### src/hdl/uecc_pkg.sv
// uecc_pkg: constants and carrier types for the channel command/enable control block.
// assumes one 100 MHz clock domain shared by all users of these types.
package uecc_pkg;

    // ------------------------------------------------------------------
    // command register layout
    // ------------------------------------------------------------------
    localparam int unsigned CMD_LOCK_BIT   = 7;
    localparam int unsigned CMD_TX_EN_BIT  = 6;
    localparam int unsigned CMD_RX_EN_BIT  = 5;
    localparam int unsigned CMD_CODE_W     = 5;
    localparam logic [7:0]  CMD_OFFSET     = 8'h12;
    localparam logic        TX_EN_RESET    = 1'b0;
    localparam logic        RX_EN_RESET    = 1'b0;
    localparam int unsigned BUF_DEPTH      = 2;

    // ------------------------------------------------------------------
    // carriers
    // ------------------------------------------------------------------
    typedef struct packed {
        logic       wr;
        logic [7:0] addr;
        logic [7:0] data;
    } uecc_bus_t;

    typedef enum logic [1:0] {
        UECC_TX_OFF,
        UECC_TX_RUN,
        UECC_TX_DRAIN
    } uecc_tx_state_t;

    typedef struct packed {
        logic                  rst_s1;
        logic                  rst_s2;
        logic                  tx_en;
        logic                  rx_en;
        uecc_tx_state_t        tx_st;
        logic                  tx_ready;
        logic                  tx_idle;
        logic                  tx_act;
        logic                  q_valid;
        logic                  rx_active;
        logic                  rx_flush;
        logic [CMD_CODE_W-1:0] cmd_code;
        logic                  cmd_stb;
        logic [1:0][7:0]       buf_data;
        logic [1:0]            buf_cnt;
        logic                  buf_rd;
    } uecc_state_t;

endpackage : uecc_pkg

### src/hdl/uecc_top.sv
// uecc_top: command register write port with transmitter/receiver enable control,
// and a two-entry buffer in the received-data path toward the receive queue.
// assumes bus signals and transmitter/receiver status come from logic on CLOCK_IN.
`timescale 1ns/1ps
module uecc_top
    import uecc_pkg::*;
(
    input  wire logic                  CLOCK_IN,
    input  wire logic                  RSTN_IN,
    input  wire logic                  BUS_WR_IN,
    input  wire logic [7:0]            BUS_ADDR_IN,
    input  wire logic [7:0]            BUS_DATA_IN,
    input  wire logic                  TX_BUSY_IN,
    input  wire logic                  TX_QUEUE_EMPTY_IN,
    input  wire logic                  WAKEUP_MODE_IN,
    input  wire logic                  RX_CHAR_VALID_IN,
    input  wire logic [7:0]            RX_CHAR_IN,
    output logic                       RX_CHAR_READY_OUT,
    input  wire logic                  RX_QUEUE_READY_IN,
    output logic                       RX_QUEUE_VALID_OUT,
    output logic [7:0]                 RX_QUEUE_DATA_OUT,
    output logic                       TX_ENABLE_OUT,
    output logic                       RX_ENABLE_OUT,
    output logic                       TX_ACTIVE_OUT,
    output logic                       TRANSMIT_READY_FLAG_OUT,
    output logic                       TX_IDLE_FLAG_OUT,
    output logic                       RX_ACTIVE_OUT,
    output logic                       RX_FLUSH_OUT,
    output logic                       CMD_STROBE_OUT,
    output logic [CMD_CODE_W-1:0]      CMD_CODE_OUT
);

    // ------------------------------------------------------------------
    // state
    // ------------------------------------------------------------------
    uecc_state_t s_q;
    uecc_state_t s_d;
    uecc_bus_t   bus;
    logic        rst_n;
    logic        hit;
    logic        push;
    logic        pop;

    assign bus   = '{wr: BUS_WR_IN, addr: BUS_ADDR_IN, data: BUS_DATA_IN};
    assign rst_n = s_q.rst_s2;
    assign hit   = bus.wr && (bus.addr == CMD_OFFSET);
    // a word moves only on the ready already shown to the receiver, so both
    // sides agree on every transfer; a stalled queue backs up to the receiver
    assign push  = RX_CHAR_VALID_IN && s_q.buf_rd;
    assign pop   = s_q.q_valid && RX_QUEUE_READY_IN;

    // ------------------------------------------------------------------
    // next state
    // ------------------------------------------------------------------
    always_comb begin
        s_d         = s_q;
        s_d.rst_s1  = 1'b1;
        s_d.rst_s2  = s_q.rst_s1;
        s_d.cmd_stb = 1'b0;
        s_d.rx_flush = 1'b0;

        // ------------------------------------------------------------------
        // command write
        // ------------------------------------------------------------------
        if (hit) begin
            s_d.cmd_code = bus.data[CMD_CODE_W-1:0];
            s_d.cmd_stb  = 1'b1;
            if (bus.data[CMD_LOCK_BIT]) begin
                s_d.tx_en = bus.data[CMD_TX_EN_BIT];
                s_d.rx_en = bus.data[CMD_RX_EN_BIT];
            end                                                  // else kept
        end

        // ------------------------------------------------------------------
        // transmitter
        // ------------------------------------------------------------------
        // disable only changes flags, never resets the transmit queue
        unique case (s_q.tx_st)
            UECC_TX_OFF: begin
                if (s_d.tx_en) begin
                    s_d.tx_st = UECC_TX_RUN;
                end
            end
            UECC_TX_RUN: begin
                if (!s_d.tx_en) begin
                    // pending characters go out first
                    s_d.tx_st = (TX_BUSY_IN || !TX_QUEUE_EMPTY_IN) ? UECC_TX_DRAIN
                                                                   : UECC_TX_OFF;
                end
            end
            UECC_TX_DRAIN: begin
                if (s_d.tx_en) begin
                    s_d.tx_st = UECC_TX_RUN;
                end else if (!TX_BUSY_IN && TX_QUEUE_EMPTY_IN) begin
                    s_d.tx_st = UECC_TX_OFF;
                end
            end
            default: begin
                // unused encoding; fall back to the quiet state
                s_d.tx_st = UECC_TX_OFF;
            end
        endcase
        s_d.tx_act   = (s_d.tx_st != UECC_TX_OFF);
        s_d.tx_ready = s_d.tx_en;
        s_d.tx_idle  = s_d.tx_en && !TX_BUSY_IN && TX_QUEUE_EMPTY_IN;

        // ------------------------------------------------------------------
        // receiver
        // ------------------------------------------------------------------
        // runs at once on enable, or under wake-up mode
        s_d.rx_active = s_d.rx_en || WAKEUP_MODE_IN;
        if (s_q.rx_active && !s_d.rx_active) begin
            s_d.rx_flush = 1'b1;                                 // partial char dropped
        end

        // ------------------------------------------------------------------
        // receive buffer
        // ------------------------------------------------------------------
        // contents survive a disable; new words go behind them
        unique case ({push, pop})
            2'b10: begin
                if (s_q.buf_cnt == 2'h0) begin
                    s_d.buf_data[0] = RX_CHAR_IN;
                end else begin
                    s_d.buf_data[1] = RX_CHAR_IN;
                end
                s_d.buf_cnt = s_q.buf_cnt + 2'h1;
            end
            2'b01: begin
                s_d.buf_data[0] = s_q.buf_data[1];
                s_d.buf_cnt     = s_q.buf_cnt - 2'h1;
            end
            2'b11: begin
                // head leaves as the new word arrives; count stays
                if (s_q.buf_cnt == 2'h1) begin
                    s_d.buf_data[0] = RX_CHAR_IN;
                end else begin
                    s_d.buf_data[0] = s_q.buf_data[1];
                    s_d.buf_data[1] = RX_CHAR_IN;
                end
            end
            2'b00: begin
            end
        endcase
        s_d.q_valid = (s_d.buf_cnt != 2'h0);
        // ready is registered, so it is worked out from next cycle's count and
        // mode; after a disable ready drops in the same cycle as RX_ACTIVE_OUT
        s_d.buf_rd  = s_d.rx_active && (s_d.buf_cnt != 2'(BUF_DEPTH));
    end

    // ------------------------------------------------------------------
    // registers; the raw reset clears all of them, the synchronised reset all but the synchroniser
    // ------------------------------------------------------------------
    always_ff @(posedge CLOCK_IN or negedge RSTN_IN) begin
        if (!RSTN_IN) begin
            s_q       <= '0;
            s_q.tx_en <= TX_EN_RESET;
            s_q.rx_en <= RX_EN_RESET;
            s_q.tx_st <= UECC_TX_OFF;
        end else if (!rst_n) begin
            s_q        <= '0;
            s_q.rst_s1 <= 1'b1;
            s_q.rst_s2 <= s_q.rst_s1;
            s_q.tx_st  <= UECC_TX_OFF;
        end else begin
            s_q <= s_d;
        end
    end

    assign RX_CHAR_READY_OUT       = s_q.buf_rd;
    // ------------------------------------------------------------------
    // outputs, all straight from the state register
    // ------------------------------------------------------------------
    assign RX_QUEUE_VALID_OUT      = s_q.q_valid;
    assign RX_QUEUE_DATA_OUT       = s_q.buf_data[0];
    assign TX_ENABLE_OUT           = s_q.tx_en;
    assign RX_ENABLE_OUT           = s_q.rx_en;
    assign TX_ACTIVE_OUT           = s_q.tx_act;
    assign TRANSMIT_READY_FLAG_OUT = s_q.tx_ready;
    assign TX_IDLE_FLAG_OUT        = s_q.tx_idle;
    assign RX_ACTIVE_OUT           = s_q.rx_active;
    assign RX_FLUSH_OUT            = s_q.rx_flush;
    assign CMD_STROBE_OUT          = s_q.cmd_stb;
    assign CMD_CODE_OUT            = s_q.cmd_code;

endmodule // uecc_top

### config.mk
export PLATFORM = sky130hd
export DESIGN_NAME = uecc_top
export DESIGN_NICKNAME = d
export VERILOG_FILES = /design/src/hdl/uecc_pkg.sv /design/src/hdl/uecc_top.sv
export SDC_FILE = /design/constraint.sdc
export NUM_CORES = 1
export LEC_CHECK = 0
export BUFFER_PORTS_ARGS = -buffer_cell sky130_fd_sc_hd__buf_2
export CAP_MARGIN = 20
export CORE_ASPECT_RATIO = 2
export CORE_MARGIN = 3
export CORE_UTILIZATION = 45
export CTS_BUF_LIST = sky130_fd_sc_hd__clkbuf_4
export DETAILED_ROUTE_END_ITERATION = 10
export PLACE_DENSITY = 0.75
export SETUP_SLACK_MARGIN = 0.15
export SYNTH_ARGS = -nofsm -noshare
export SYNTH_HDL_FRONTEND = slang
export SYNTH_SLANG_ARGS = --single-unit
### constraint.sdc
create_clock -name CLOCK_IN -period 1.58 [get_ports CLOCK_IN]
set_input_delay 0.079 -clock CLOCK_IN [delete_from_list [all_inputs] [get_ports CLOCK_IN]]
set_output_delay 0.079 -clock CLOCK_IN [all_outputs]
set_load 0.02 [all_outputs]
# ---- Word-level counts from Yosys, hierarchy flattened
# Cells that the tools add are included.
dict set report totals {
  out_inout_bits 23
  word_cells 70
  ff_bits 37
  input_bits 32
}
dict set report op_classes {
  n_reduce_logical 19
  mux 18
  eq_ne 14
  n_addsub 2
}
# cell n
set ops {}
lappend ops {{2-to-1 mux 35 bit} 1}
lappend ops {{2-to-1 mux 8 bit} 4}
lappend ops {{case mux 8 bit (3 select lines)} 1}
lappend ops {{case mux 8 bit (2 select lines)} 1}
lappend ops {{2-to-1 mux 2 bit} 7}
lappend ops {{inequality test 3 bit, second input constant} 3}
lappend ops {{equality test 8 x 5 -> 1 bit, second input constant} 1}
lappend ops {{logical AND 1 bit} 8}
lappend ops {{equality test 2 x 1 -> 1 bit, second input constant} 3}
lappend ops {{equality test 2 bit, second input constant} 3}
lappend ops {{2-to-1 mux 6 bit} 1}
lappend ops {{case mux 2 bit (3 select lines)} 1}
lappend ops {{logical NOT 2 bit} 2}
lappend ops {{inequality test 4 x 1 -> 1 bit, second input constant} 1}
lappend ops {{case mux 2 bit (2 select lines)} 1}
lappend ops {{nonzero test 2 bit} 2}
lappend ops {{logical NOT 1 bit} 3}
lappend ops {{inequality test 3 x 1 -> 1 bit, second input constant} 1}
lappend ops {{AND reduction 3 bit} 1}
lappend ops {{adder 2 x 1 -> 2 bit, second input constant} 1}
lappend ops {{logical OR 1 bit} 2}
lappend ops {{inequality test 2 x 1 -> 1 bit, second input constant} 1}
lappend ops {{inequality test 2 bit, second input constant} 1}
lappend ops {{AND reduction 2 bit} 1}
lappend ops {{other kinds (2)} 2}

# ---- Longest topological paths before layout
dict set report depth {
  ltp_word 8
  depth_mapped 8
}

# ---- Worst setup path after synthesis
# No wires, ideal clock.
dict set report synth_path {
  kind {register to register}
  startpoint {register s_q (netlist bit RX_QUEUE_VALID_OUT)}
  endpoint {register s_q[16] in the netlist's numbering}
  stages_incl_launch_ff 9
  slack_ns -0.177
  setup_ns 0.131
  required_time_ns 1.449
  arrival_time_ns 1.626
  synth_period_minus_slack_ns 1.757
  cell_sequence {dfrtp_1 nand2_1 inv_1 ha_1 or2_0 a31o_2 clkbuf_1 nand3_1 o21ai_0}
}
dict set report synth_between {
  elab_chain_len 4
}
# element line_no
set synth_lines {}
lappend synth_lines {{from (decl)} uecc_top.sv:36} ;# uecc_state_t s_q;
lappend synth_lines {{logical AND 1 bit *} uecc_top.sv:50} ;# assign pop = s_q.q_valid && RX_QUEUE_READY_IN;
lappend synth_lines {{equality test 2 bit} uecc_top.sv:120} ;# unique case ({push, pop})
lappend synth_lines {{inequality test 3 x 1 -> 1 bit (no source line) (tied with other cells)} --}
lappend synth_lines {{AND reduction 3 bit (no source line) / 2-to-1 mux 35 bit (equally long branches)} --}
# Every way passes the cells marked *; elsewhere a longest branch is shown, timed or not.
# A chain may end at the register's enable or synchronous reset.

# ---- Final worst setup path
dict set report layout_path {
  startpoint {register s_q (netlist bit RX_QUEUE_VALID_OUT)}
  endpoint {register s_q[12] in the netlist's numbering}
}
# Same word-level chain as after synthesis.

==> reports/metrics.yaml <==
setup_path:
  r2r_slack_ns: 0.008
  start_kind: "flop"
  timing.rr.start: "RX_QUEUE_VALID_OUT"
  reg2reg_depth: 7
  cp.arrival_ns: 1.79
  cp_slowest_cell: "dfrtp_2"
  crit_required_ns: 1.80
  cp-end-kind: "flop"
  r2r-end: "s_q[12]"
  critical_path.max_fanout: 8
  cp_cell_sequence: "nand2_4 -> buf_6 -> ha_4 -> or2_4 -> a31o_4 -> nand3_2 -> o21ai_1"
  critPathKind: "reg2reg"
  max_stage_delay_ns: 0.41
status:
  status: "finished clean"
clocking:
  cts_sinks: 36
  cts_root_buf: "clkbuf_4"
  path_clk_slew_ns: 0.11
  cts_buffers: 5
  clkLatencyLatePin_ns: 0.34
  cts_tree: "done"
  clk_path_buf_depth: 2
  htree_num_levels: 2
sta:
  setup_violations: 0
  finalCriticalPeriod_ns: 1.572
  finClkSkew_ns: 0.01333
  hold_violations: 0
  rsz0062_at_grt: "true"
  fin_hold_ws_ns: 0.01242
  max_freq_ghz: 0.6360
  drv_slew: 0
  fin_tns_setup_ns: 0
  period_share_pct: 99.51
finish:
  finalInstanceArea_um2: 2477
  area_delta_synth_final_pct: 43.90
  layout-drive-gt1-share_pct: 48.74
  num_antenna_cells: 0
  nets: 274
detailed_routing:
  routed_wl_um: 4025
  viasPerCell: 4.902
  drtAntennaViolNets: 0
  detail_route.wl_per_cell_um: 14.02
  drt_iter0_markers: 17
  via_count: 1407
  drc: 0
  firstDrtPassIters: 4
yosys:
  synth.distinct_cells: 28
  ys.flop_type: "dfrtp_1"
  ys_ff_latch: 36
  syn_avg_cell_area_um2: 10.63
  syn_area_um2: 1722
  synthesis.nets: 199
  synthCells: 162
  synth_async_sr_flop_share_pct: 100.0
  synth-edff-count: 0
  ys_seq_area_share_pct: 52.33
  yosysWarnings: 0
global_route:
  grt_overflow: 0
  antenna_found_initial: 0
  grt_max_degree: 23
  grt_util_all_layers_pct: 19.63
  grt_pass1_wl_um: 6858
  grt_pass1_vias: 1469
placed_design:
  dp_hpwl_um: 2696
  numPortBuffers: 54
  placed_cell_area_um2: 2059
  gp_congestion: 0.8854
die:
  ios: 55
  fp-row-count: 31
  core-area_um2: 3646
  die_height_um: 93.48
  start_util_pct: 47.22
  die-area_um2: 4649
  die_w_um: 49.74
power_and_ir_drop:
  vdd_drop_max_v: 0.0006863
  leakagePower_nw: 1.289
  power_density_nw_per_um2: 783.7
hold_path:
  hold-path-cell-count: 3
  worst_hold_path_type: "in2reg"
  min_to: "s_q[14]"
  min-delay-start: "RX_CHAR_IN[3]"
job:
  drv_cap: 0
routing by layer:
metal | share of wire [%] | GRT usage [%] | wire length [µm]
met4 | 1.9 | 9.700 | 78
met3 | 3.9 | 3.509 | 155
met2 | 58 | 36.28 | 2326
met1 | 36 | 20.57 | 1464
met5 | 0 | 0 | 0
kinds of logic after synthesis:
kind of cell	count (synthesis)	synth area share [%]
flops	36	52.33
mux	8	4.942
compound gates	34	14.39
simple gates	45	13.95
fa+ha+maj	5	3.634
xor+xnor	1	0.5088
other cells	1	0.2178
buf+inv	32	10.03
area by class of cell:
class                   count  area (µm²)
clock buffers               6       45.04
clock inverters             2       7.507
fillers                   299        1169
inverters                  15       58.81
multi-input cells          95       845.8
flip-flops and latches     36       903.4
well taps                  49       61.31
repair buffers             84       555.5
worst max-delay path: cells and delay by family (launching register included):
family,cells,cell delay [ns]
compound gates,2,0.35
simple gates,3,0.41
flops,1,0.41
fa+ha+maj,1,0.17
buf+inv,1,0.12
state kept, by name, summed over array words and instances, names as in the netlist:
name,cells
RX_FLUSH_OUT,1
TX_ACTIVE_OUT,1
CMD_STROBE_OUT,1
rst_n,1
RX_QUEUE_DATA_OUT,8
RX_ENABLE_OUT,1
TX_ENABLE_OUT,1
RX_QUEUE_VALID_OUT,1
RX_CHAR_READY_OUT,1
s_q,12
TX_IDLE_FLAG_OUT,1
s_d,1
CMD_CODE_OUT,5
RX_ACTIVE_OUT,1
how the worst max path moves through the flow:
stage                             from                   end  slack [ns]  cells after the start
floorplan                       s_q[1]    RX_QUEUE_VALID_OUT       -0.01                      6
global placement    RX_QUEUE_VALID_OUT  RX_QUEUE_DATA_OUT[3]       -0.04                      7
detailed placement  RX_QUEUE_VALID_OUT  RX_QUEUE_DATA_OUT[7]       -0.05                      7
CTS                 RX_QUEUE_VALID_OUT               s_q[12]      -0.004                      7
global route        RX_QUEUE_VALID_OUT  RX_QUEUE_DATA_OUT[4]       -0.06                      7
finish              RX_QUEUE_VALID_OUT               s_q[12]       0.008                      7
stage by stage:
step / total power, mW / cells / utilization (%) / worst slack (ns)
after global placement: 1.382 / 257 / 56.49 / -0.04284
after detailed placement: 1.389 / 257 / 56.49 / -0.04817
after global routing: 2.051 / 287 / 67.95 / -0.06116
after floorplan: 1.274 / 162 / - / -0.009883
after CTS: 1.937 / 286 / 65.99 / -0.004254
final: 1.941 / 287 / 67.95 / 0.007726
power breakdown:
group / leakage, nW / switching [mW] / internal [mW]
Clock: 0.0307 / 0.277 / 0.182
Sequential: 0.477 / 0.0368 / 0.980
Combinational: 0.781 / 0.238 / 0.228
placed cells by master (no fill, tap or decap), types with 3 or more instances in the layout:
cell type	Yosys	layout
buf_2	0	54
dfrtp_1	36	34
a22o_1	16	16
nor2_1	13	12
inv_1	15	12
dlygate4sd3_1	0	12
buf_4	14	10
nand3_2	0	8
buf_6	0	8
mux2i_1	6	6
o21ai_1	0	6
clkbuf_4	0	6
nand2_1	7	4
a21oi_1	5	3
ha_4	0	3
cells in the mapped netlist, drive strengths merged (2+ instances only):
cell type / number / area, µm²
or2: 2 / 12.52
clkbuf: 3 / 11.26
mux2i: 7 / 73.82
nand3: 12 / 60.06
nor2: 13 / 48.80
buf: 14 / 105.1
and4: 2 / 17.52
a22o: 16 / 140.1
a21oi: 6 / 41.29
dfrtp: 36 / 900.9
nand2b: 4 / 25.02
o21ai: 10 / 50.05
ha: 5 / 62.56
inv: 15 / 56.30
nand2: 7 / 26.28
what timing repair did:
action	CTS	global route
resized for setup	30	12
endpoints found under the setup margin	18	19
setup buffers	8	1
pin swaps	12	4
hold buffers	12	0
endpoints found under the hold margin	25	0
cloned	1	0
No activity file was read; power rests on OpenSTA's default activity.
